`src/tsc_pkg.sv`:
```
package tsc_pkg;
  localparam int CLK_MHZ         = 50;
  localparam int ACK_MAX_NORM_US = 140;
  localparam int ACK_MAX_SAVE_US = 100;
  localparam int ACK_NORM_CYC    = ACK_MAX_NORM_US * CLK_MHZ;
  localparam int ACK_SAVE_CYC    = ACK_MAX_SAVE_US * CLK_MHZ;
  localparam int ACK_CNT_W       = 13;
  // Sleep interval codes
  localparam logic [1:0] SLP_512HZ = 2'h0;
  localparam logic [1:0] SLP_64HZ  = 2'h1;
  localparam logic [1:0] SLP_8HZ   = 2'h2;
  localparam logic [1:0] SLP_1HZ   = 2'h3;
  // Averaging selection: 0 off, 1..4 -> 2,4,8,16 samples
  localparam logic [2:0] AVG_OFF   = 3'h0;
  localparam int CNT_W             = 16;
  localparam int ACC_W             = 20;
  localparam int BOOT_CYC          = 1000;
  localparam int SAVE_CYC          = 5000;
  typedef enum logic [4:0] {
    TSC_BOOT  = 5'h01,
    TSC_IDLE  = 5'h02,
    TSC_STRCH = 5'h04,
    TSC_SAVE  = 5'h08,
    TSC_DONE  = 5'h10
  } tsc_state_t;
endpackage : tsc_pkg
```
`src/tsc_avg_if.sv`:
```
`timescale 1ns/1ps
interface tsc_avg_if;
  logic                       smp_vld;
  logic [tsc_pkg::CNT_W-1:0]  smp;
  logic [2:0]                 avg_sel;
  logic                       out_vld;
  logic [tsc_pkg::CNT_W-1:0]  out;
  modport ctl (output smp_vld, output smp, output avg_sel, input out_vld, input out);
  modport flt (input smp_vld, input smp, input avg_sel, output out_vld, output out);
endinterface : tsc_avg_if

```
`src/tsc_avg.sv`:
```
`timescale 1ns/1ps
module tsc_avg (
  input  wire logic clk,
  input  wire logic rst,
  tsc_avg_if.flt    f
);
  logic [tsc_pkg::ACC_W-1:0] acc_q;
  logic [4:0]                n_q;
  logic [4:0]                lim;
  logic [tsc_pkg::ACC_W-1:0] acc_nx;
  logic [tsc_pkg::ACC_W-1:0] quot;
  assign lim    = 5'h01 << f.avg_sel;
  assign acc_nx = acc_q + tsc_pkg::ACC_W'(f.smp);
  assign quot   = acc_nx >> f.avg_sel;

  always_ff @(posedge clk or posedge rst) begin
    if (rst) begin
      acc_q     <= '0;
      n_q       <= 5'h00;
      f.out_vld <= 1'b0;
      f.out     <= '0;
    end else begin
      f.out_vld <= 1'b0;
      if (f.smp_vld) begin
        if (f.avg_sel == tsc_pkg::AVG_OFF) begin
          f.out_vld <= 1'b1;
          f.out     <= f.smp;
        end else if (n_q + 5'h01 == lim) begin
          f.out_vld <= 1'b1;
          f.out     <= quot[tsc_pkg::CNT_W-1:0];
          acc_q     <= '0;
          n_q       <= 5'h00;
        end else begin
          acc_q <= acc_nx;
          n_q   <= n_q + 5'h01;
        end
      end
    end
  end
endmodule : tsc_avg

```
`src/tsc_core.sv`:
```
`timescale 1ns/1ps
module tsc_core #(
  parameter int BOOT_CYC = tsc_pkg::BOOT_CYC,
  parameter int SAVE_CYC = tsc_pkg::SAVE_CYC
) (
  input  wire logic                       clk,
  input  wire logic                       rst,
  input  wire logic                       acc_req,
  input  wire logic                       acc_save,
  input  wire logic                       bus_act,
  input  wire logic [1:0]                 sleep_sel,
  input  wire logic [2:0]                 avg_sel,
  input  wire logic                       scan_start,
  input  wire logic                       scan_done,
  input  wire logic [tsc_pkg::CNT_W-1:0]  raw_cnt,
  input  wire logic                       touch,
  output logic                            scl_oe_n,
  output logic                            ack,
  output logic                            busy,
  output logic                            boot_done,
  output logic                            save_ok,
  output logic                            save_fail,
  output logic                            cnt_vld,
  output logic [tsc_pkg::CNT_W-1:0]       cnt,
  output logic                            trig_stuck,
  output logic                            base_frz
);
  // ------------------------------------------------------------
  // Access sequencer
  // ------------------------------------------------------------
  tsc_pkg::tsc_state_t              st_q;
  tsc_pkg::tsc_state_t              st_d;
  logic [15:0]                      tmr_q;
  logic                             save_q;
  logic                             bad_slp_q;
  logic                             ack_due;
  logic                             save_end;
  logic                             boot_end;
  logic                             bad_slp;
  assign bad_slp  = (sleep_sel == tsc_pkg::SLP_512HZ) || (sleep_sel == tsc_pkg::SLP_64HZ);
  // Ack well inside the bound: four cycles of latency models the firmware turnaround
  assign ack_due  = tmr_q == 16'h0003;
  assign save_end = tmr_q == 16'(SAVE_CYC - 1);
  assign boot_end = tmr_q == 16'(BOOT_CYC - 1);

  always_comb begin
    st_d = st_q;
    unique case (st_q)
      tsc_pkg::TSC_BOOT:  if (boot_end) st_d = tsc_pkg::TSC_IDLE;
      tsc_pkg::TSC_IDLE:  if (acc_req) st_d = tsc_pkg::TSC_STRCH;
      tsc_pkg::TSC_STRCH: if (ack_due) st_d = save_q ? tsc_pkg::TSC_SAVE : tsc_pkg::TSC_DONE;
      tsc_pkg::TSC_SAVE:  if (save_end) st_d = tsc_pkg::TSC_DONE;
      tsc_pkg::TSC_DONE:  st_d = tsc_pkg::TSC_IDLE;
    endcase
  end

  always_ff @(posedge clk or posedge rst) begin
    if (rst) begin
      st_q      <= tsc_pkg::TSC_BOOT;
      tmr_q     <= 16'h0000;
      save_q    <= 1'b0;
      bad_slp_q <= 1'b0;
    end else begin
      st_q  <= st_d;
      tmr_q <= (st_d != st_q) ? 16'h0000 : tmr_q + 16'h0001;
      if (st_q == tsc_pkg::TSC_IDLE && acc_req) begin
        save_q    <= acc_save;
        bad_slp_q <= bad_slp;
      end
    end
  end

  // ------------------------------------------------------------
  // Registered outputs
  // ------------------------------------------------------------
  always_ff @(posedge clk or posedge rst) begin
    if (rst) begin
      scl_oe_n  <= 1'b1;
      ack       <= 1'b0;
      busy      <= 1'b1;
      boot_done <= 1'b0;
      save_ok   <= 1'b0;
      save_fail <= 1'b0;
    end else begin
      scl_oe_n  <= ~(st_d == tsc_pkg::TSC_STRCH);
      ack       <= (st_q == tsc_pkg::TSC_STRCH) && ack_due;
      busy      <= (st_d != tsc_pkg::TSC_IDLE);
      boot_done <= (st_d != tsc_pkg::TSC_BOOT);
      save_ok   <= (st_q == tsc_pkg::TSC_SAVE) && save_end && !bad_slp_q;
      save_fail <= (st_q == tsc_pkg::TSC_SAVE) && save_end && bad_slp_q;
    end
  end

  // ------------------------------------------------------------
  // Scan with sample drop
  // ------------------------------------------------------------
  logic scan_q;
  logic dirty_q;
  logic keep;
  assign keep = scan_done && scan_q && !dirty_q && !bus_act;
  always_ff @(posedge clk or posedge rst) begin
    if (rst) begin
      scan_q  <= 1'b0;
      dirty_q <= 1'b0;
    end else begin
      if (scan_start) begin
        scan_q  <= 1'b1;
        dirty_q <= 1'b0;
      end else if (scan_done) begin
        scan_q  <= 1'b0;
      end else if (scan_q && bus_act) begin
        dirty_q <= 1'b1;
      end
    end
  end

  tsc_avg_if af ();
  assign af.smp_vld = keep;
  assign af.smp     = raw_cnt;
  assign af.avg_sel = avg_sel;
  tsc_avg u_avg (
    .clk (clk),
    .rst (rst),
    .f   (af.flt)
  );

  // Touch during boot with averaging on latches a stuck trigger
  always_ff @(posedge clk or posedge rst) begin
    if (rst) begin
      cnt_vld    <= 1'b0;
      cnt        <= '0;
      trig_stuck <= 1'b0;
      base_frz   <= 1'b0;
    end else begin
      cnt_vld <= af.out_vld;
      if (af.out_vld) cnt <= af.out;
      if (st_q == tsc_pkg::TSC_BOOT && touch && avg_sel != tsc_pkg::AVG_OFF) begin
        trig_stuck <= 1'b1;
        base_frz   <= 1'b1;
      end
    end
  end

  // ------------------------------------------------------------
  // Acknowledge latency watch
  // ------------------------------------------------------------
  // Bounds run to thousands of cycles, so a counter stands in for a delay range
  localparam logic [15:0] NB_LIM = 16'(tsc_pkg::ACK_NORM_CYC);
  localparam logic [15:0] SB_LIM = 16'(tsc_pkg::ACK_SAVE_CYC);
  logic                             aw_q;
  logic                             aw_save_q;
  logic [15:0]                      aw_cnt_q;
  logic                             take;
  assign take = (st_q == tsc_pkg::TSC_IDLE) && acc_req;

  always_ff @(posedge clk or posedge rst) begin
    if (rst) begin
      aw_q      <= 1'b0;
      aw_save_q <= 1'b0;
      aw_cnt_q  <= 16'h0000;
    end else if (take) begin
      aw_q      <= 1'b1;
      aw_save_q <= acc_save;
      aw_cnt_q  <= 16'h0001;
    end else if (ack) begin
      aw_q      <= 1'b0;
    end else if (aw_q) begin
      aw_cnt_q  <= aw_cnt_q + 16'h0001;
    end
  end

  // ------------------------------------------------------------
  // Assertions
  // ------------------------------------------------------------
  property p_ack_norm;
    @(posedge clk) disable iff (rst)
      (aw_q && !aw_save_q && !ack) |-> (aw_cnt_q < NB_LIM);
  endproperty
  a_ack_norm: assert property (p_ack_norm) else $error("normal ack late");
  property p_ack_save;
    @(posedge clk) disable iff (rst)
      (aw_q && aw_save_q && !ack) |-> (aw_cnt_q < SB_LIM);
  endproperty
  a_ack_save: assert property (p_ack_save) else $error("save ack late");
  property p_save_busy;
    @(posedge clk) disable iff (rst)
      (ack && save_q) |-> busy [*8];
  endproperty
  a_save_busy: assert property (p_save_busy) else $error("idle during save");
  property p_fail;
    @(posedge clk) disable iff (rst)
      save_fail |-> $past(bad_slp_q) && !save_ok;
  endproperty
  a_fail: assert property (p_fail) else $error("save result wrong");
  property p_drop;
    @(posedge clk) disable iff (rst)
      (scan_done && dirty_q) |=> !af.smp_vld ##1 !cnt_vld;
  endproperty
  a_drop: assert property (p_drop) else $error("dirty sample kept");
  property p_stretch;
    @(posedge clk) disable iff (rst)
      (st_q == tsc_pkg::TSC_STRCH) |=> !scl_oe_n || ack;
  endproperty
  a_stretch: assert property (p_stretch) else $error("clock released early");
  property p_stuck;
    @(posedge clk) disable iff (rst)
      (st_q == tsc_pkg::TSC_BOOT && touch && avg_sel != tsc_pkg::AVG_OFF) |=> trig_stuck && base_frz;
  endproperty
  a_stuck: assert property (p_stuck) else $error("stuck trigger missing");
  property p_avg_off;
    @(posedge clk) disable iff (rst)
      (keep && avg_sel == tsc_pkg::AVG_OFF) |=> ##1 cnt_vld && cnt == $past(raw_cnt, 2);
  endproperty
  a_avg_off: assert property (p_avg_off) else $error("bypass count wrong");
  property p_boot;
    @(posedge clk) disable iff (rst)
      !boot_done |-> !ack;
  endproperty
  a_boot: assert property (p_boot) else $error("ack during boot");
  c_norm: cover property (@(posedge clk) disable iff (rst) ack && !save_q);
  c_save: cover property (@(posedge clk) disable iff (rst) save_ok);
  c_fail: cover property (@(posedge clk) disable iff (rst) save_fail);
  c_drop: cover property (@(posedge clk) disable iff (rst) scan_done && dirty_q);
endmodule : tsc_core

```
`config.mk`:
```
export PLATFORM = sky130hd
export DESIGN_NAME = tsc_core
export DESIGN_NICKNAME = d
export VERILOG_FILES = /design/src/tsc_pkg.sv /design/src/tsc_avg_if.sv /design/src/tsc_avg.sv /design/src/tsc_core.sv
export SDC_FILE = /design/constraint.sdc
export NUM_CORES = 1
export LEC_CHECK = 0
export BUFFER_PORTS_ARGS = -buffer_cell sky130_fd_sc_hd__buf_2
export CORE_UTILIZATION = 59
export CTS_CLUSTER_DIAMETER = 150
export DETAILED_ROUTE_END_ITERATION = 8
export GPL_ROUTABILITY_DRIVEN = 0
export PLACE_DENSITY = 0.84
export SLEW_MARGIN = 20
export SYNTH_ARGS = -nofsm -noshare
export SYNTH_HDL_FRONTEND = slang
export SYNTH_SLANG_ARGS = --single-unit
```
`constraint.sdc`:
```
create_clock -name clk -period 3.2 [get_ports clk]
set_input_delay 0.48 -clock clk [delete_from_list [all_inputs] [get_ports clk]]
set_output_delay 0.48 -clock clk [all_outputs]
set_load 0.02 [all_outputs]
```
==> impl_summary.md, run 1 <==
Timing
The final total negative setup slack is 0 ns. Setup violations remaining at the end of the flow were counted as 0. The count of pins over their slew limit came to 0. The final critical path time including I/O delays and setup is 2.98 ns. The hold violation total from the final report is 0. On the final layout, the worst clock skew is 0.00970 ns.

The smallest hold slack is 0.243 ns. Setup repair after global routing left no endpoint under its margin. For the pin with the worst max-slew slack, the measured transition is 1.10 ns. The fraction of the cycle the final worst path needs is 93.1%. The highest clock rate is 336 MHz.

Headroom to the max-slew limit came out at 26.1%.

Routing
Before antenna repair, the detailed router went through 7 iterations. For this run, design rule violations remaining after detail routing come to 0. The first-iteration detailed-routing DRC count is 456.

The average via count per standard cell is 6.41. For this block, the via count after detailed routing is 5381. Dividing the detail-routed wire length by the instance count gives 17.4 µm. The total detailed-routing wirelength is 14700 µm.

The number of antenna-violating nets in the routed design is 0.

Yosys
The share of the Yosys chip area taken by registers is 38.6%. After synthesis the netlist holds a flip-flop and latch count of 91. The top flip-flop cell by instance count after synthesis is dfrtp_1.

The synthesized design contains 0 enable-type register cells. The yosys synthesis warning count is 0. Counting distinct cell types in the post-synthesis netlist gives 80. Of all flip-flops after synthesis, the portion carrying an async set or reset was 100%.

The net count after synthesis is 707. The synthesized netlist occupies a cell area of 0.00591 mm². The average footprint of a synthesized cell is 8.97 µm². The number of instances in the synthesized netlist is 659.

Placement
The half-perimeter wire length of the detailed placement result is 10700 µm. The cell area after placement is 0.00631 mm². In this run the tool buffered the top-level ports with 52 buffer cells.

Layout
The share of final-layout standard cells stronger than drive strength 1 is 18.8%. The final core utilization is 67.2%. The relative area change from synthesis to final layout is 10.6%. The post-route standard cell area excluding fillers is 0.00654 mm². The net count reported at finish is 750. 0 antenna diodes ended up in the layout. The layout has 784 filler cells. Leaving out fill and tap cells, the most frequent cell in the layout is dfrtp_1. In the layout the commonest cells are 88 x dfrtp_1, 73 x nand2_1, 57 x nor2_1.

Global route
The via count of the first global-routing pass is 5073. The initial antenna violation count is 0. Global routing consumed, over all layers together, 29.8% of the routing resources. The leftover overflow at the end of global routing is 0. The pin count of the biggest net entering global routing is 48. The first global-routing pass estimated 24100 µm of wire.

Worst setup path
The type of the worst setup path is reg2reg. In this run the critical register-to-register path is launched from u_avg.acc_q[0]. STA classifies the critical path endpoint as a register. The worst setup path startpoint is u_avg.acc_q[0]. The nature of the critical path startpoint is a register. STA puts the critical path data arrival time at 3.23 ns. The peak fanout along the critical path is 3. The required arrival time at the worst endpoint is 3.45 ns.

Clocking
After clock tree synthesis, the clock-pin slew on the worst setup and hold paths is 0.10 ns. The H-tree was split into 3 levels. The clock network latency to the later pin of the worst-skew pair is 0.36 ns. The number of buffers created by CTS is 9.

The clock tree from TritonCTS is done. In this run the deepest clock path goes through 2 buffers. The CTS root buffer is clkbuf_8.

The TritonCTS sink count is 91.

Die
In this run the vertical extent of the chip is 102 µm. The site row count is 36. The region available for standard cell placement spans 0.00973 mm². The die extent in x is 102 µm. The starting utilization of the core area is 60.8%. The die covers 0.0104 mm². The number of top-level pins is 54.

Pwr
The power density over the cells is 888 mW/mm². Summed over all cells, the static leakage comes to 2.94 nW. The maximum VDD drop is 0.372 mV.

The sum of internal, switching and leakage power is 5.81 mW.

Hold path
The path category of the worst min-delay check is in2async.

Run status
The run finished with clean final reports.

Run
The number of violations of the max-capacitance limit is 0.
==> power breakdown <==
part | total [mW] | internal [mW] | switching [mW]
sequential | 1.84 | 1.54 | 0.300
combinational | 3.16 | 1.26 | 1.89
clock | 0.805 | 0.369 | 0.437
==> registers in the layout, indices dropped and copies added (netlist names), 5 cells and up <==
signal       cells
u_avg.n_q        5
tmr_q           16
cnt             16
u_avg.acc_q     20
u_avg.f.out     16
st_q             5
==> synth_stat cells, drive strengths merged (4+ instances only) <==
library cell  instances  area (µm²)
nor3                 21         115
nand3b                8        60.1
dfrtp                88        2200
o21ai                40         204
a21oi                45         229
a22oi                 8        60.1
a21o                 12        90.1
and3                  8        50.1
ha                   18         225
o211ai                8        60.1
clkbuf               22        83.8
a221oi                4        47.6
o31ai                 5        37.5
nor4                  4        25.0
nand4                 7        43.8
nand3                23         115
xor2                 12         105
and2                  5        31.3
a22o                  9        80.1
nor2b                13        81.3
a211oi               11        87.6
mux2i                14         140
xnor2                20         175
a31oi                 7        50.1
buf                  15        88.8
nand2b                6        37.5
nand2                73         274
a31o                  4        35.0
o21a                  6        46.3
inv                  16        60.1
mux2                 20         225
nor2                 57         214
==> final cells by class <==
type	count	area (µm²)	share of cell area (%)
sequential	91	2280	34.9
inverter	18	68.8	1.05
multi-input combinational	513	3420	52.3
clock buffer	10	128	1.95
timing repair buffer	69	400	6.12
tap	133	166	2.55
clock inverter	6	71.3	1.09
==> repair_timing <==
item | CTS | global route
hold buffers | 0 | 0
resized for setup | 0 | 4
setup endpoints to repair | 0 | 4
setup buffers | 0 | 0
==> routing by layer <==
| layer | vias up | share of wire (%) | wire length (µm) | global-route usage [%] |
|---|---|---|---|---|
| met2 | 270 | 48 | 7040 | 47.7 |
| met1 | 2549 | 40 | 5920 | 38.4 |
| met5 | - | 0 | 0 | 0 |
| met4 | 0 | 4.2 | 612 | 16.3 |
| li1 | 2502 | - | - | - |
| met3 | 60 | 7.4 | 1090 | 5.27 |
==> worst paths after layout <==
check,endpoint,slack (ns),cells past startpoint
worst max-delay path,u_avg.f.out[9],0.22,12
worst min-delay path,u_avg.f.out[12],0.24,2
worst max register to register,u_avg.f.out[9],0.22,12
worst min register to register,save_ok,0.47,1
max in group asynchronous,st_q[0],2.21,3
min in group clk,dirty_q,0.28,2
==> critical path, stage by stage (launching register included) <==
cell       delay [ns]
dfrtp_1          0.37
ha_1             0.17
inv_1            0.06
fa_1             0.39
nor2b_1          0.26
o2111ai_1        0.22
a21oi_1          0.29
nor3_1           0.11
xnor2_2          0.19
buf_4            0.17
mux2i_2          0.24
a211oi_1         0.12
o32a_1           0.29
==> per-stage QoR <==
step | instances | worst slack [ns]
final | 840 | 0.220
after global routing | 840 | 0.0269
after CTS | 840 | 0.236
after detailed placement | 824 | 0.0387
after global placement | 824 | 0.109
after floorplan | 659 | 0.361
==> kinds of logic after synthesis <==
| group | Yosys count | share of synthesized area, % |
|---|---|---|
| buffers and inverters | 55 | 4.06 |
| adder cells (fa/ha/maj) | 19 | 4.15 |
| flip-flops | 91 | 38.6 |
| multiplexers | 35 | 6.56 |
| AO/OA/AOI/OAI | 192 | 22.7 |
| XOR/XNOR | 32 | 4.74 |
| AND/OR/NAND/NOR | 235 | 19.2 |
Note: power is estimated with default switching activity, not from simulation.
==> inputs of run 2 (changes only) <==
--- a/config.mk
+++ b/config.mk
@@ -5,12 +5,12 @@
 export SDC_FILE = /design/constraint.sdc
 export NUM_CORES = 1
 export LEC_CHECK = 0
-export BUFFER_PORTS_ARGS = -buffer_cell sky130_fd_sc_hd__buf_2
-export CORE_UTILIZATION = 59
+export CORE_UTILIZATION = 40
 export CTS_CLUSTER_DIAMETER = 150
 export DETAILED_ROUTE_END_ITERATION = 8
+export DONT_BUFFER_PORTS = 1
 export GPL_ROUTABILITY_DRIVEN = 0
-export PLACE_DENSITY = 0.84
+export PLACE_DENSITY = 0.59
 export SLEW_MARGIN = 20
 export SYNTH_ARGS = -nofsm -noshare
 export SYNTH_HDL_FRONTEND = slang
==> run 2 against run 1 <==
  * Sequential power up 9%
  * Largest cell class unchanged
  * Via count decreased by 7.4%
  * Clock skew about the same
  * Total power increased by 1.6%
  * Sequential share of layout area rose by 0.83 points
  * Combinational power decreased by 13%
  * Count of clock-buffer cells in the layout grew 1
  * Non-clock buffer count fell by 57
==> impl_summary.md, run 2 (synthesis results as in run 1) <==
Clocking
The count of hold buffers inserted by post-cts repair is 0 (unchanged). The post-CTS resize count is 0 (unchanged). The clock network latency to the later pin of the worst-skew pair is 0.34 ns (was 0.36 ns). The post-CTS setup buffer count is 0 (unchanged). The H-tree depth reported by CTS is 3 (unchanged).

The clock tree from TritonCTS is done (unchanged). The maximum count of clock buffers along a single path is 2 (unchanged). The clock slew seen by the registers of the worst setup and hold paths came to 0.07 ns (was 0.10 ns).

The TritonCTS sink count is 91 (unchanged). The CTS root buffer is clkbuf_16 (was clkbuf_8). The number of buffers created by CTS is 9 (unchanged).

Die
The vertical die dimension was 124 µm (was 102 µm). The site row count is 44 (was 36). The starting utilization of the core area is 40.8% (was 60.8%). The die extent in x is 124 µm (was 102 µm). The area of the die is 0.0153 mm² (was 0.0104 mm²). The number of top-level pins came to 54 (unchanged).

The area inside the core boundary is 0.0145 mm² (was 0.00973 mm²).

Layout
The number of standard cells in the final layout excluding fillers is 834 (was 840). The relative area change from synthesis to final layout is 8.02% (was 10.6%). The multi-input logic area is 0.00340 mm² (was 0.00342 mm²). The post-route standard cell area excluding fillers was 0.00639 mm² (was 0.00654 mm²). The diode insertion count for antenna repair came to 0 (unchanged). The flip-flop count of the largest register, all copies and words added is 20 (unchanged). Most frequent cells in the layout: 88 x dfrtp_1, 73 x nand2_1, 57 x nor2_1 (unchanged).

The final core utilization is 44.1% (was 67.2%). The net count reported at finish is 693 (was 750). The most flop-heavy register is u_avg.acc_q (unchanged). The footprint of the flip-flops and latches came to 0.00228 mm² (unchanged).

The most common library cell in the layout ignoring fill and taps was dfrtp_1 (unchanged). The number of filler instances in the final layout came to 1419 (was 784). The share of final-layout standard cells stronger than drive strength 1 is 11.1% (was 18.8%).

Global route
The pin count of the biggest net entering global routing is 67 (was 48). The global-route usage over all layers came to 21.0% (was 29.8%). The leftover overflow at the end of global routing came to 0 (unchanged). The initial antenna violation count came to 0 (unchanged). The via count of the first global-routing pass is 4736 (was 5073).

The global-route wire length before repair was 24500 µm (was 24100 µm).

Worst setup path
The kind of end point of the critical path is a register (unchanged). Critical path, cell by cell: ha_1 -> a21oi_2 -> o21bai_4 -> a22oi_1 -> mux2i_1 -> o221ai_1 -> mux2i_1 -> o221ai_1 -> a32o_1 (was ha_1 -> inv_1 -> fa_1 -> nor2b_1 -> o2111ai_1 -> a21oi_1 -> nor3_1 -> xnor2_2 -> buf_4 -> mux2i_2 -> a211oi_1 -> o32a_1). The type of the worst setup path was reg2reg (unchanged). The count of buffering cells on the critical path with inverters included is 0 (was 2). The slowest cell on the critical path is ha_1 (was fa_1).

The maximum cell stage delay along the critical path is 0.41 ns (was 0.39 ns). The worst setup path startpoint is u_avg.acc_q[6] (was u_avg.acc_q[0]). The required arrival time at the worst endpoint came to 3.43 ns (was 3.45 ns). The register-to-register setup slack came to 0.25 ns (was 0.22 ns). The kind of cell adding the most delay to the critical path is compound AO/OA/AOI/OAI gates (unchanged).

The launch point of the worst reg-to-reg path is u_avg.acc_q[6] (was u_avg.acc_q[0]). The end point of the critical path is u_avg.f.out[12] (was u_avg.f.out[9]). The terminus of the critical flop-to-flop path is u_avg.f.out[12] (was u_avg.f.out[9]).

The peak fanout along the critical path is 8 (was 3). The length in cells of the worst reg-to-reg path is 9 (was 12). The arrival time of data at the critical path endpoint was 3.18 ns (was 3.23 ns). The critical path depth in cells is 9 (was 12). The nature of the critical path startpoint is a register (unchanged).

Timing
The highest clock rate is 339 MHz (was 336 MHz). The clock skew is 0.00982 ns (was 0.00970 ns). The hold violation total from the final report is 0 (unchanged). The smallest hold slack was 0.165 ns (was 0.243 ns). The max-slew headroom at the worst pin is 29.5% (was 26.1%). The fraction of the cycle the final worst path needs is 92.1% (was 93.1%).

The count of pins over their slew limit was 0 (unchanged). The number of failing setup endpoints in the final timing report is 0 (unchanged). The final total negative setup slack was 0 ns (unchanged). The setup slack of the critical path after layout is 0.253 ns (was 0.220 ns).

The final critical path time including I/O delays and setup is 2.95 ns (was 2.98 ns). The transition at the pin with the smallest max-transition slack is 1.05 ns (was 1.10 ns). Setup repair after global routing missed its margin: false (unchanged).

Routing
The average wire length per cell after detail routing is 18.3 µm (was 17.4 µm). The average via count per standard cell is 5.97 (was 6.41). The remaining routing DRC violations is 0 (unchanged).

The number of vias in the routed layout came to 4983 (was 5381). The count of TritonRoute iterations in the first routing pass was 5 (was 7). The first-iteration detailed-routing DRC count is 412 (was 456). The number of antenna-violating nets in the routed design is 0 (unchanged). The total detailed-routing wirelength is 15200 µm (was 14700 µm).

Pwr
The power density over the cells was 923 mW/mm² (was 888 mW/mm²). The sum of internal, switching and leakage power is 5.90 mW (was 5.81 mW). The static power due to leakage came to 2.73 nW (was 2.94 nW). The maximum VDD drop came to 0.317 mV (was 0.372 mV).

Run status
Run status: finished, final reports clean (unchanged).

Hold path
The path category of the worst min-delay check is in2async (unchanged).

Placement
The number of I/O port buffers is 0 (was 52). The placement-stage worst setup slack is 0.200 ns (was 0.0387 ns). The cell area after placement is 0.00607 mm² (was 0.00631 mm²). The post-placement cell count is 818 (was 824). The half-perimeter wire length of the detailed placement result came to 11200 µm (was 10700 µm).

Run
The number of violations of the max-capacitance limit is 0 (unchanged).
[run 2: cell types whose count changed in the layout (fill, tap and decap cells not counted), sizes merged]
cell      before  now
inv           17   18
clkinvlp       2    1
clkinv         4    2
bufinv         1    2
buf           69   12
clkbuf        10   11
[run 2: layout make-up]
type | count | share of cell area, %
timing repair buffer | 12 | 1.41
sequential | 91 | 35.7
tap | 184 | 3.61
clock buffer | 11 | 3.64
multi-input combinational | 513 | 53.2
clock inverter | 5 | 1.33
inverter | 18 | 1.10
[run 2: power by group]
part / internal (mW) / switching [mW]
sequential: 1.55 / 0.451
clock: 0.691 / 0.469
combinational: 1.10 / 1.63
[run 2: worst min path at each step]
stage / slack [ns] / end
after CTS: 0.18 / dirty_q
final: 0.17 / boot_done
after global routing: 0.18 / dirty_q
after floorplan: 0.35 / cnt_vld
after detailed placement: 0.46 / save_ok
after global placement: 0.44 / save_ok
[run 2: per-layer routing]
metal / wire length (µm) / vias to the layer above / track usage (%)
li1: - / 2385 / -
met3: 935 / 28 / 4.08
met4: 369 / 0 / 8.89
met2: 7030 / 155 / 33.3
met5: 0 / - / 0
met1: 6890 / 2415 / 27.8
